===== src/hw/sra_map.vh =====
`ifndef SRA_MAP_VH
`define SRA_MAP_VH

// apb register offsets
`define SRA_OFF_CTRL 8'h00
`define SRA_OFF_WDATA 8'h04
`define SRA_OFF_RDATA 8'h08
`define SRA_OFF_STATUS 8'h0c

// ctrl fields
`define SRA_CTRL_ADDR_LSB 0
`define SRA_CTRL_DIR_BIT 8
`define SRA_CTRL_CNT_LSB 16
`define SRA_CTRL_GO_BIT 31

// status fields
`define SRA_ST_BUSY_BIT 0
`define SRA_ST_WDV_BIT 1
`define SRA_ST_RDV_BIT 2
`define SRA_ST_NACK_BIT 3

// device register numbers and word layout
`define SRA_DEV_REG_STORE 5'h1c
`define SRA_DEV_REG_DIAG 5'h1e
`define SRA_DEV_REG_LOCK 5'h0b
`define SRA_DEV_FAULT_MSB 15
`define SRA_DEV_FAULT_LSB 10

// timing
`define SRA_CLK_PERIOD_NS 25
`define SRA_SCL_PERIOD_NS 10000
`define SRA_SAVE_TIME_MS 700
`define SRA_UNLOCK_TIME_S 15
`define SRA_CNT_W 8
// quarter of one scl bit, less one, in reference clocks
`define SRA_QTR_LAST 8'h63

// reset values
`define SRA_RST_SCL 1'b1
`define SRA_RST_WORD 16'h0000

`endif


===== src/hw/sra_sync.v =====
`timescale 1ns/10ps
module sra_sync #(
  parameter W = 1,
  parameter RST = 1'b1
) (
  // clock and reset
  input wire i_ref_clk,
  input wire i_resetn,
  // data
  input wire [W-1:0] i_async,
  output wire [W-1:0] o_sync
);

reg [W-1:0] meta_q;
reg [W-1:0] sync_q;

// first stage feeds only the second stage
always @(posedge i_ref_clk or negedge i_resetn) begin
  if (!i_resetn) begin
    meta_q <= {W{RST}};
    sync_q <= {W{RST}};
  end else begin
    meta_q <= i_async;
    sync_q <= meta_q;
  end
end

assign o_sync = sync_q;

endmodule


===== src/hw/sra_host.v =====
`timescale 1ns/10ps
`include "sra_map.vh"
module sra_host (
  // clock and reset
  input wire i_ref_clk,
  input wire i_resetn,
  // apb slave
  input wire i_psel,
  input wire i_penable,
  input wire i_pwrite,
  input wire [7:0] i_paddr,
  input wire [31:0] i_pwdata,
  output wire [31:0] o_prdata,
  output wire o_pready,
  output wire o_pslverr,
  // two-wire link
  output wire o_scl,
  input wire i_sda,
  output wire o_sda,
  output wire o_sda_oen
);

////////////////////////////////////////////////////////////////////////////////
// constants

// sized to the counter so no bits are dropped
localparam [`SRA_CNT_W-1:0] QTR_LAST = `SRA_QTR_LAST;

localparam [2:0] S_IDLE = 3'h0;
localparam [2:0] S_START = 3'h1;
localparam [2:0] S_BIT = 3'h2;
localparam [2:0] S_HOLD = 3'h3;
localparam [2:0] S_STOP = 3'h4;

////////////////////////////////////////////////////////////////////////////////
// declarations

reg [2:0] st_q, st_d;
reg [1:0] ph_q, ph_d;
reg [`SRA_CNT_W-1:0] cnt_q;
reg [3:0] bit_q, bit_d;
reg [7:0] sh_q, sh_d;
reg addr_ph_q, addr_ph_d;
reg hi_q, hi_d;
reg [4:0] left_q, left_d;
reg dir_q, dir_d;
reg [7:0] rxhi_q, rxhi_d;
reg [15:0] wword_q, wword_d;
reg scl_q, scl_d;
reg sdal_q, sdal_d;
reg ackbad_q, ackbad_d;
reg wd_take;
reg rd_set;
reg nack_set;

reg [4:0] ctl_addr_q;
reg ctl_dir_q;
reg [4:0] ctl_cnt_q;
reg wdv_q;
reg [15:0] wdat_q;
reg rdv_q;
reg [15:0] rdat_q;
reg nack_q;
reg [31:0] prdata_q;
reg pready_q;
reg pslverr_q;
reg [31:0] rd_mux;
reg addr_ok;

wire sda_s;
wire tick;
wire tx;
wire busy;
wire acc;
wire wr_acc;
wire rd_acc;
wire go;
wire wd_set;
wire rd_clr;
wire nack_clr;

////////////////////////////////////////////////////////////////////////////////
// link input

// sda is asynchronous to our clock
sra_sync #(
  .W(1),
  .RST(1'b1)
) u_sda_sync (
  .i_ref_clk(i_ref_clk),
  .i_resetn(i_resetn),
  .i_async(i_sda),
  .o_sync(sda_s)
);

////////////////////////////////////////////////////////////////////////////////
// apb decode

assign acc = i_psel & i_penable & pready_q;
assign wr_acc = acc & i_pwrite;
assign rd_acc = acc & ~i_pwrite;
assign busy = (st_q != S_IDLE);
// new commands while busy are dropped
assign go = wr_acc & (i_paddr == `SRA_OFF_CTRL) & i_pwdata[`SRA_CTRL_GO_BIT] & ~busy;
assign wd_set = wr_acc & (i_paddr == `SRA_OFF_WDATA) & ~wdv_q;
assign rd_clr = rd_acc & (i_paddr == `SRA_OFF_RDATA);
assign nack_clr = wr_acc & (i_paddr == `SRA_OFF_STATUS) & i_pwdata[`SRA_ST_NACK_BIT];

always @* begin
  rd_mux = 32'h00000000;
  addr_ok = 1'b1;
  case (i_paddr)
    `SRA_OFF_CTRL: begin
      rd_mux[`SRA_CTRL_ADDR_LSB +: 5] = ctl_addr_q;
      rd_mux[`SRA_CTRL_DIR_BIT] = ctl_dir_q;
      rd_mux[`SRA_CTRL_CNT_LSB +: 5] = ctl_cnt_q;
      rd_mux[`SRA_CTRL_GO_BIT] = busy;
    end
    `SRA_OFF_WDATA: rd_mux[15:0] = wdat_q;
    `SRA_OFF_RDATA: rd_mux[15:0] = rdat_q;
    `SRA_OFF_STATUS: begin
      rd_mux[`SRA_ST_BUSY_BIT] = busy;
      rd_mux[`SRA_ST_WDV_BIT] = wdv_q;
      rd_mux[`SRA_ST_RDV_BIT] = rdv_q;
      rd_mux[`SRA_ST_NACK_BIT] = nack_q;
    end
    default: addr_ok = 1'b0;
  endcase
end

// no wait state; read data is sampled into flops in the setup cycle
always @(posedge i_ref_clk or negedge i_resetn) begin
  if (!i_resetn) begin
    prdata_q <= 32'h00000000;
    pready_q <= 1'b0;
    pslverr_q <= 1'b0;
  end else begin
    pready_q <= i_psel & ~i_penable;
    if (i_psel & ~i_penable) begin
      prdata_q <= i_pwrite ? 32'h00000000 : rd_mux;
      pslverr_q <= ~addr_ok;
    end else begin
      pslverr_q <= 1'b0;
    end
  end
end

////////////////////////////////////////////////////////////////////////////////
// software registers

always @(posedge i_ref_clk or negedge i_resetn) begin
  if (!i_resetn) begin
    ctl_addr_q <= 5'h00;
    ctl_dir_q <= 1'b0;
    ctl_cnt_q <= 5'h00;
    wdv_q <= 1'b0;
    wdat_q <= `SRA_RST_WORD;
    rdv_q <= 1'b0;
    rdat_q <= `SRA_RST_WORD;
    nack_q <= 1'b0;
  end else begin
    if (go) begin
      ctl_addr_q <= i_pwdata[`SRA_CTRL_ADDR_LSB +: 5];
      ctl_dir_q <= i_pwdata[`SRA_CTRL_DIR_BIT];
      ctl_cnt_q <= i_pwdata[`SRA_CTRL_CNT_LSB +: 5];
    end
    if (wd_set) begin
      wdat_q <= i_pwdata[15:0];
    end
    wdv_q <= wd_set | (wdv_q & ~wd_take);
    if (rd_set) begin
      rdat_q <= {rxhi_q, sh_q};
    end
    // set beats clear on the same edge
    rdv_q <= rd_set | (rdv_q & ~rd_clr);
    nack_q <= nack_set | (nack_q & ~nack_clr);
  end
end

////////////////////////////////////////////////////////////////////////////////
// quarter-bit timebase

assign tick = (cnt_q == QTR_LAST);

always @(posedge i_ref_clk or negedge i_resetn) begin
  if (!i_resetn) begin
    cnt_q <= {`SRA_CNT_W{1'b0}};
  end else if (st_q == S_IDLE || tick) begin
    cnt_q <= {`SRA_CNT_W{1'b0}};
  end else begin
    cnt_q <= cnt_q + 1'b1;
  end
end

////////////////////////////////////////////////////////////////////////////////
// link sequencer

// address and write bytes are ours to send
assign tx = addr_ph_q | ~dir_q;

always @* begin
  st_d = st_q;
  ph_d = ph_q;
  bit_d = bit_q;
  sh_d = sh_q;
  addr_ph_d = addr_ph_q;
  hi_d = hi_q;
  left_d = left_q;
  dir_d = dir_q;
  rxhi_d = rxhi_q;
  wword_d = wword_q;
  scl_d = scl_q;
  sdal_d = sdal_q;
  ackbad_d = ackbad_q;
  wd_take = 1'b0;
  rd_set = 1'b0;
  nack_set = 1'b0;
  case (st_q)
    S_IDLE: begin
      scl_d = 1'b1;
      sdal_d = 1'b0;
      if (go) begin
        st_d = S_START;
        ph_d = 2'h0;
        sh_d = {2'b00, i_pwdata[`SRA_CTRL_ADDR_LSB +: 5], i_pwdata[`SRA_CTRL_DIR_BIT]};
        addr_ph_d = 1'b1;
        dir_d = i_pwdata[`SRA_CTRL_DIR_BIT];
        left_d = i_pwdata[`SRA_CTRL_CNT_LSB +: 5];
      end
    end
    S_START: begin
      if (tick) begin
        ph_d = ph_q + 2'h1;
        case (ph_q)
          2'h0: sdal_d = 1'b1;
          2'h1: scl_d = 1'b0;
          2'h2: begin
            st_d = S_BIT;
            ph_d = 2'h0;
            bit_d = 4'h0;
          end
          default: st_d = S_BIT;
        endcase
      end
    end
    S_BIT: begin
      if (tick) begin
        ph_d = ph_q + 2'h1;
        case (ph_q)
          2'h0: begin
            // data moves only with scl low
            if (bit_q != 4'h8) begin
              sdal_d = tx & ~sh_q[7];
            end else if (tx) begin
              sdal_d = 1'b0;
            end else begin
              // last low byte of a burst is refused to end it
              sdal_d = ~(~hi_q && left_q == 5'h00);
            end
          end
          2'h1: scl_d = 1'b1;
          2'h2: begin
            if (bit_q != 4'h8) begin
              sh_d = {sh_q[6:0], sda_s};
            end else begin
              ackbad_d = sda_s;
            end
          end
          default: begin
            scl_d = 1'b0;
            if (bit_q != 4'h8) begin
              bit_d = bit_q + 4'h1;
            end else begin
              bit_d = 4'h0;
              if (tx & ackbad_q) begin
                nack_set = 1'b1;
                st_d = S_STOP;
              end else if (addr_ph_q) begin
                addr_ph_d = 1'b0;
                st_d = S_HOLD;
              end else if (hi_q) begin
                hi_d = 1'b0;
                if (dir_q) begin
                  rxhi_d = sh_q;
                end else begin
                  sh_d = wword_q[7:0];
                end
              end else begin
                rd_set = dir_q;
                if (left_q == 5'h00) begin
                  st_d = S_STOP;
                end else begin
                  left_d = left_q - 5'h01;
                  st_d = S_HOLD;
                end
              end
            end
          end
        endcase
      end
    end
    S_HOLD: begin
      // scl stays low until software has room or data
      if (tick && (dir_q ? ~rdv_q : wdv_q)) begin
        st_d = S_BIT;
        ph_d = 2'h0;
        bit_d = 4'h0;
        hi_d = 1'b1;
        if (dir_q) begin
          sh_d = 8'hff;
        end else begin
          sh_d = wdat_q[15:8];
          // whole words only; save and unlock waits are left to software
          wword_d = wdat_q;
          wd_take = 1'b1;
        end
      end
    end
    S_STOP: begin
      if (tick) begin
        ph_d = ph_q + 2'h1;
        case (ph_q)
          2'h0: sdal_d = 1'b1;
          2'h1: scl_d = 1'b1;
          2'h2: sdal_d = 1'b0;
          default: st_d = S_IDLE;
        endcase
      end
    end
    default: st_d = S_IDLE;
  endcase
end

always @(posedge i_ref_clk or negedge i_resetn) begin
  if (!i_resetn) begin
    st_q <= S_IDLE;
    ph_q <= 2'h0;
    bit_q <= 4'h0;
    sh_q <= 8'h00;
    addr_ph_q <= 1'b0;
    hi_q <= 1'b0;
    left_q <= 5'h00;
    dir_q <= 1'b0;
    rxhi_q <= 8'h00;
    wword_q <= `SRA_RST_WORD;
    scl_q <= `SRA_RST_SCL;
    sdal_q <= 1'b0;
    ackbad_q <= 1'b0;
  end else begin
    st_q <= st_d;
    ph_q <= ph_d;
    bit_q <= bit_d;
    sh_q <= sh_d;
    addr_ph_q <= addr_ph_d;
    hi_q <= hi_d;
    left_q <= left_d;
    dir_q <= dir_d;
    rxhi_q <= rxhi_d;
    wword_q <= wword_d;
    scl_q <= scl_d;
    sdal_q <= sdal_d;
    ackbad_q <= ackbad_d;
  end
end

////////////////////////////////////////////////////////////////////////////////
// outputs

assign o_prdata = prdata_q;
assign o_pready = pready_q;
assign o_pslverr = pslverr_q;
assign o_scl = scl_q;
// open drain: only ever pulls low
assign o_sda = 1'b0;
assign o_sda_oen = ~sdal_q;

endmodule


===== config.mk =====
export PLATFORM = sky130hd
export DESIGN_NAME = sra_host
export DESIGN_NICKNAME = d
export VERILOG_FILES = /design/src/hw/sra_sync.v /design/src/hw/sra_host.v
export VERILOG_INCLUDE_DIRS = /design/src /design/src/hw
export SDC_FILE = /design/constraint.sdc
export NUM_CORES = 1
export LEC_CHECK = 0
export BUFFER_PORTS_ARGS = -buffer_cell sky130_fd_sc_hd__buf_2
export CAP_MARGIN = 25
export CORE_ASPECT_RATIO = 0.7
export CORE_MARGIN = 2
export CORE_UTILIZATION = 58
export CTS_CLUSTER_DIAMETER = 200
export CTS_CLUSTER_SIZE = 28
export DETAILED_ROUTE_END_ITERATION = 6
export GPL_TIMING_DRIVEN = 0
export PLACE_DENSITY = 0.76
export SLEW_MARGIN = 20
export SYNTH_ARGS = -nofsm -noshare
export SYNTH_HDL_FRONTEND = slang
export SYNTH_SLANG_ARGS = --single-unit

===== constraint.sdc =====
create_clock -name i_ref_clk -period 2.75 [get_ports i_ref_clk]
set_input_delay 0.1375 -clock i_ref_clk [delete_from_list [all_inputs] [get_ports i_ref_clk]]
set_output_delay 0.1375 -clock i_ref_clk [all_outputs]
set_load 0.01 [all_outputs]

# After elaboration in Yosys (flattened, before gate mapping)
# Cells that the tools add are included.
# word_totals
reg_bits,134
latchBits,0
ram_bits,0
rom_bits,0
in_bits,46
out_inout_bits,37
word_cells,247
memories,0
# op_classes
n_addsub,4
n_mul,0
div_mod_pow,0
n_lt_le_gt_ge,0
eq_ne,40
shift,0
mux,104
bitwise,40
n_reduce_logical,32
# ops
op,count
8-bit 2-to-1 mux,11
5-bit 2-to-1 mux,9
1-bit 2-to-1 mux,42
3-bit 2-to-1 mux,13
2-bit inequality test (second input constant),19
32-bit 2-to-1 mux,1
4-bit 2-to-1 mux,6
8-bit case mux with 3 select lines,1
7-bit AND reduction,3
1-bit bitwise AND,18
3-bit inequality test (second input constant),6
1-bit NOT,18
8-bit by 4-bit == test with 1-bit output (second input constant),2
4-bit case mux with 4 select lines,1
8-bit case mux with 2 select lines,1
3-bit case mux with 5 select lines,1
7-bit case mux with 2 select lines,1
4-bit inequality test (second input constant),3
4-bit case mux with 3 select lines,1
6-bit AND reduction,2
11-bit AND reduction,1
2-bit 2-to-1 mux,5
5-bit case mux with 2 select lines,1
10-bit AND reduction,1
other kinds (36),53

# Longest topological paths before layout
# depth
ltp_word,9
mapped_depth,9
mapped_depth_nobuf,7

# Cells and area by module
# A second synthesis with hierarchy kept.
# unflattened
hier_cells,527
area_unflattened_um2,5980.7
# by_module_without_submodules
module,instances,cells_each,area_each_um2,seq_area_each_um2
sra_host,1,525,5928.2,3029.2
sra_sync,1,2,52.6,52.6

# Worst setup path before layout
# No wires, ideal clock.
# synth_timing
path_type,register to register
from,register ph_q[0]
to,register sh_q[0]
setup_ps,125
t_arrival_ps,2366
t_required_ps,2625
path_slack_ps,259
stages_incl_launch_ff,8
path_buffers,0
period_less_slack_ps,2491
cell_sequence,dfrtp_1 inv_1 ha_1 or2_2 o21bai_1 a2111o_1 a211oi_2 mux2_2
# synth_via
elab_chain_cells,5
elab_cells_between_ends,12
classes_between,eq/ne (6); mux (3); reduce/logical (3)
# synth_lines
element,line,rtl
"start, declared",sra_host.v:39,"reg [1:0] ph_q, ph_d;"
"start signal, assigned",sra_host.v:351,ph_q <= ph_d;
2-bit by 1-bit == test with 1-bit output / 2-bit logical NOT (equally long branches),sra_host.v:249,case (ph_q)
2-bit OR reduction (no line),n/a,
8-bit case mux with 2 select lines,sra_host.v:249,
8-bit 2-to-1 mux,sra_host.v:247,if (tick) begin
8-bit case mux with 3 select lines,sra_host.v:218,case (st_q)
"end signal, assigned",sra_host.v:339,sh_q <= 8'h00;
"end signal, assigned",sra_host.v:353,sh_q <= sh_d;
"end, declared",sra_host.v:42,"reg [7:0] sh_q, sh_d;"
# Several ways; a longest one is shown, not always the timed one. The select of a mux whose other input is x is not followed.
# A chain may end at the register's enable or synchronous reset.

# Final worst setup path
# layout_timing
from,register cnt_q[0]
to,register bit_q[3]
# layout_via
elab_chain_cells,4
elab_cells_between_ends,6
classes_between,eq/ne (4); reduce/logical (2)
# layout_lines
element,line,rtl
"start, declared",sra_host.v:40,reg [`SRA_CNT_W-1:0] cnt_q;
"start signal, assigned",sra_host.v:187,cnt_q <= {`SRA_CNT_W{1'b0}};
"start signal, assigned",sra_host.v:189,cnt_q <= {`SRA_CNT_W{1'b0}};
"start signal, assigned",sra_host.v:191,cnt_q <= cnt_q + 1'b1;
8-bit by 7-bit == test with 1-bit output (*),sra_host.v:183,assign tick = (cnt_q == QTR_LAST);
1-bit logical AND,sra_host.v:304,if (tick && (dir_q ? ~rdv_q : wdv_q)) begin
2-bit inequality test (no line),n/a,
6-bit AND reduction (no line) (*),n/a,
"end signal, assigned",sra_host.v:352,bit_q <= bit_d;
"end, declared",sra_host.v:41,"reg [3:0] bit_q, bit_d;"
# Every way passes the cells marked *; elsewhere a longest branch is shown, timed or not.

==> results.toml <==
[synthesis]
synth_warnings = 0
netlist_top_cells_area = "dfrtp_1, mux2_2, o21ai_0"
yosysMostFrequentCell = "dfrtp_1"
ys_seq_elements = 123
yosysTopAreaCell = "dfrtp_1"
ys_async_sr_fraction = 1.000
synth_top_area_frac = 0.5021
syn_inst = 527
synth_area_um2 = 5981
ys_types = 57
synth_edf_count = 0
synth_area_per_cell_um2 = 11.35
synthTopCellsByCount = "dfrtp_1, mux2_2, nand2_1, o21ai_0, nor2_1"
ys_seq_area_frac = 0.5153
synthFlopType = "dfrtp_1"

[final_layout]
layout-drive-gt1-share = 0.3201
multi_input_area_um2 = 2723
final_nets = 696
finish.instance_area_um2 = 7421
nFillCells = 662
fin_cells = 781
regArea_um2 = 3082
syn2layout_area_growth_pct = 24.08
insertedDiodeCount = 0

[floorplanning]
design.die.area_um2 = 11150
initial_core_util = 0.6058
core_area_um2 = 9872
die_h_um = 88.96
die_width_um = 125.4
ioPinCount = 83
num_rows = 30

[timing]
hold_slack_ps = 25.85
period_share = 0.9695
fmax_ghz = 0.3751
hold_viol_final = 0
slew_headroom = 0.3606
final_max_slew_viol_count = 0
finalSetupViolations = 0
tightest_slew_ps = 950.3
final.setup_skew_ps = 8.058
period_needed_ps = 2666

[clock_network]
numCtsBuffers = 17
clkLatencyLatePin_ps = 410
clock_path_buffers = 2
htreeDepth = 4
clk_pin_slew_ps = 60
clock-root-buffer = "clkbuf_16"
cts_sinks = 123
cts_tree = "done"

[drt]
drt_iter0_markers = 489
drc_errors = 0
wl_um = 15640
ant_nets = 0
viasPerCell = 6.145
firstDrtPassIters = 5
wire_per_inst_um = 20.02
vias = 4799

[setup_path]
rrSetupSlack_ps = 80
crit_arrival_ps = 2970
start_kind = "flip-flop"
reg2reg_from = "cnt_q[0]"
required_ps = 3060
worst-setup-path-type = "flip-flop to flip-flop"
end_kind = "flip-flop"
critPathMaxFanout = 6
critPathLaunch = "cnt_q[0]"

[placement]
dp.cells = 727
io_buffers = 61
gp_congestion = 0.9428
hpwlAfterDp_um = 10540
placed_cell_area_um2 = 6518

[min_path]
min_path_type = "primary input to flip-flop"
min_from = "i_pwdata[3]"

[global_route]
antenna_found_initial = 0
grt_max_degree = 76
grt_usage = 0.2921
grt_pass1_wl_um = 24650
grt_pass1_vias = 4688
overflow = 0

[job]
drv_cap = 0

[status]
status = "completed"

[power]
fin_total_pwr_mw = 6.068
cellLeakagePower_nw = 3.591
p_per_area_nw_per_um2 = 817.7
ir_drop_mv = 0.5093
[power by group]
part | switching (mW) | internal, mW
clock | 0.832 | 1.54
sequential | 0.211 | 2.02
combinational | 0.838 | 0.627
total | 1.88 | 4.19
[through the flow]
stage               setup slack (ps)  TNS (ps)    util
CTS                            31.06         0  0.7468
finish                         83.95         0  0.7517
floorplan                      259.2         0       -
global placement              -201.9     -2179  0.6568
detailed placement            -234.4     -2584  0.6602
global route                  -2.154    -2.154  0.7517
[state kept, by name, summed over array words and instances (netlist names), 5 cells and up]
signal	cells
o_prdata	22
rdat_q	16
wdat_q	16
cnt_q	8
rxhi_q	8
sh_q	8
wword_q	8
ctl_addr_q	5
ctl_cnt_q	5
left_q	5
[worst paths after layout]
kind                                endpoint  cells past startpoint
max                                 bit_q[3]                      8
min                                wdat_q[3]                      2
max reg2reg                         bit_q[3]                      8
min reg2reg                u_sda_sync.o_sync                      0
max in group asynchronous  u_sda_sync.o_sync                      3
min in group asynchronous           cnt_q[5]                      2
[worst max-delay path, stage by stage, from the launching register on]
cell       delay, ps
dfrtp_1          400
ha_2             240
or4b_4           530
or2_1            260
buf_6            130
a2bb2oi_1        180
or3_1            360
buf_2            170
o41ai_4          290
[timing repair]
item	in CTS	in global routing
setup endpoints to repair	26	35
gates cloned	0	0
hold buffers	18	0
buffers inserted	1	3
gates resized for setup	3	6
pin swaps	1	1
endpoints found under the hold margin	64	0
[layout by cell type, fill, tap and decap left out, types with 14 or more instances in the layout]
master and n:
dfrtp_1 120, inv_1 14, dlygate4sd3_1 18, clkbuf_16 17, buf_2 63, clkbuf_1 20, mux2_2 77, o21ai_0 32
nand3_1 15, nand2_1 36, nor2_1 31, buf_4 14
[kinds of logic after synthesis]
group,share of synthesized area
xor gates and xnor gates,0.007322
adders and majority gates,0.02092
muxes,0.1734
buffers and inverters,0.04331
DFF,0.5153
AOI/OAI and AO/OA,0.1249
other,0.0006270
and+or+nand+nor,0.1142
[layout make-up]
cell class / instances / area share
repair buffers: 84 / 0.07570
inverters: 14 / 0.007081
flip-flops and latches: 123 / 0.4153
plain buffers: 39 / 0.02799
multi-input cells: 361 / 0.3669
clock inverters: 14 / 0.02630
well taps: 128 / 0.02158
clock buffers: 18 / 0.05918
[per-layer routing]
layer | vias up | global-route usage | share of wire
met5 | - | 0 | 0
met4 | 0 | 0.1162 | 0.014
met3 | 22 | 0.06942 | 0.081
met2 | 240 | 0.4402 | 0.44
met1 | 2408 | 0.4181 | 0.46
li1 | 2129 | - | -
No activity file was read; power rests on OpenSTA's default activity.
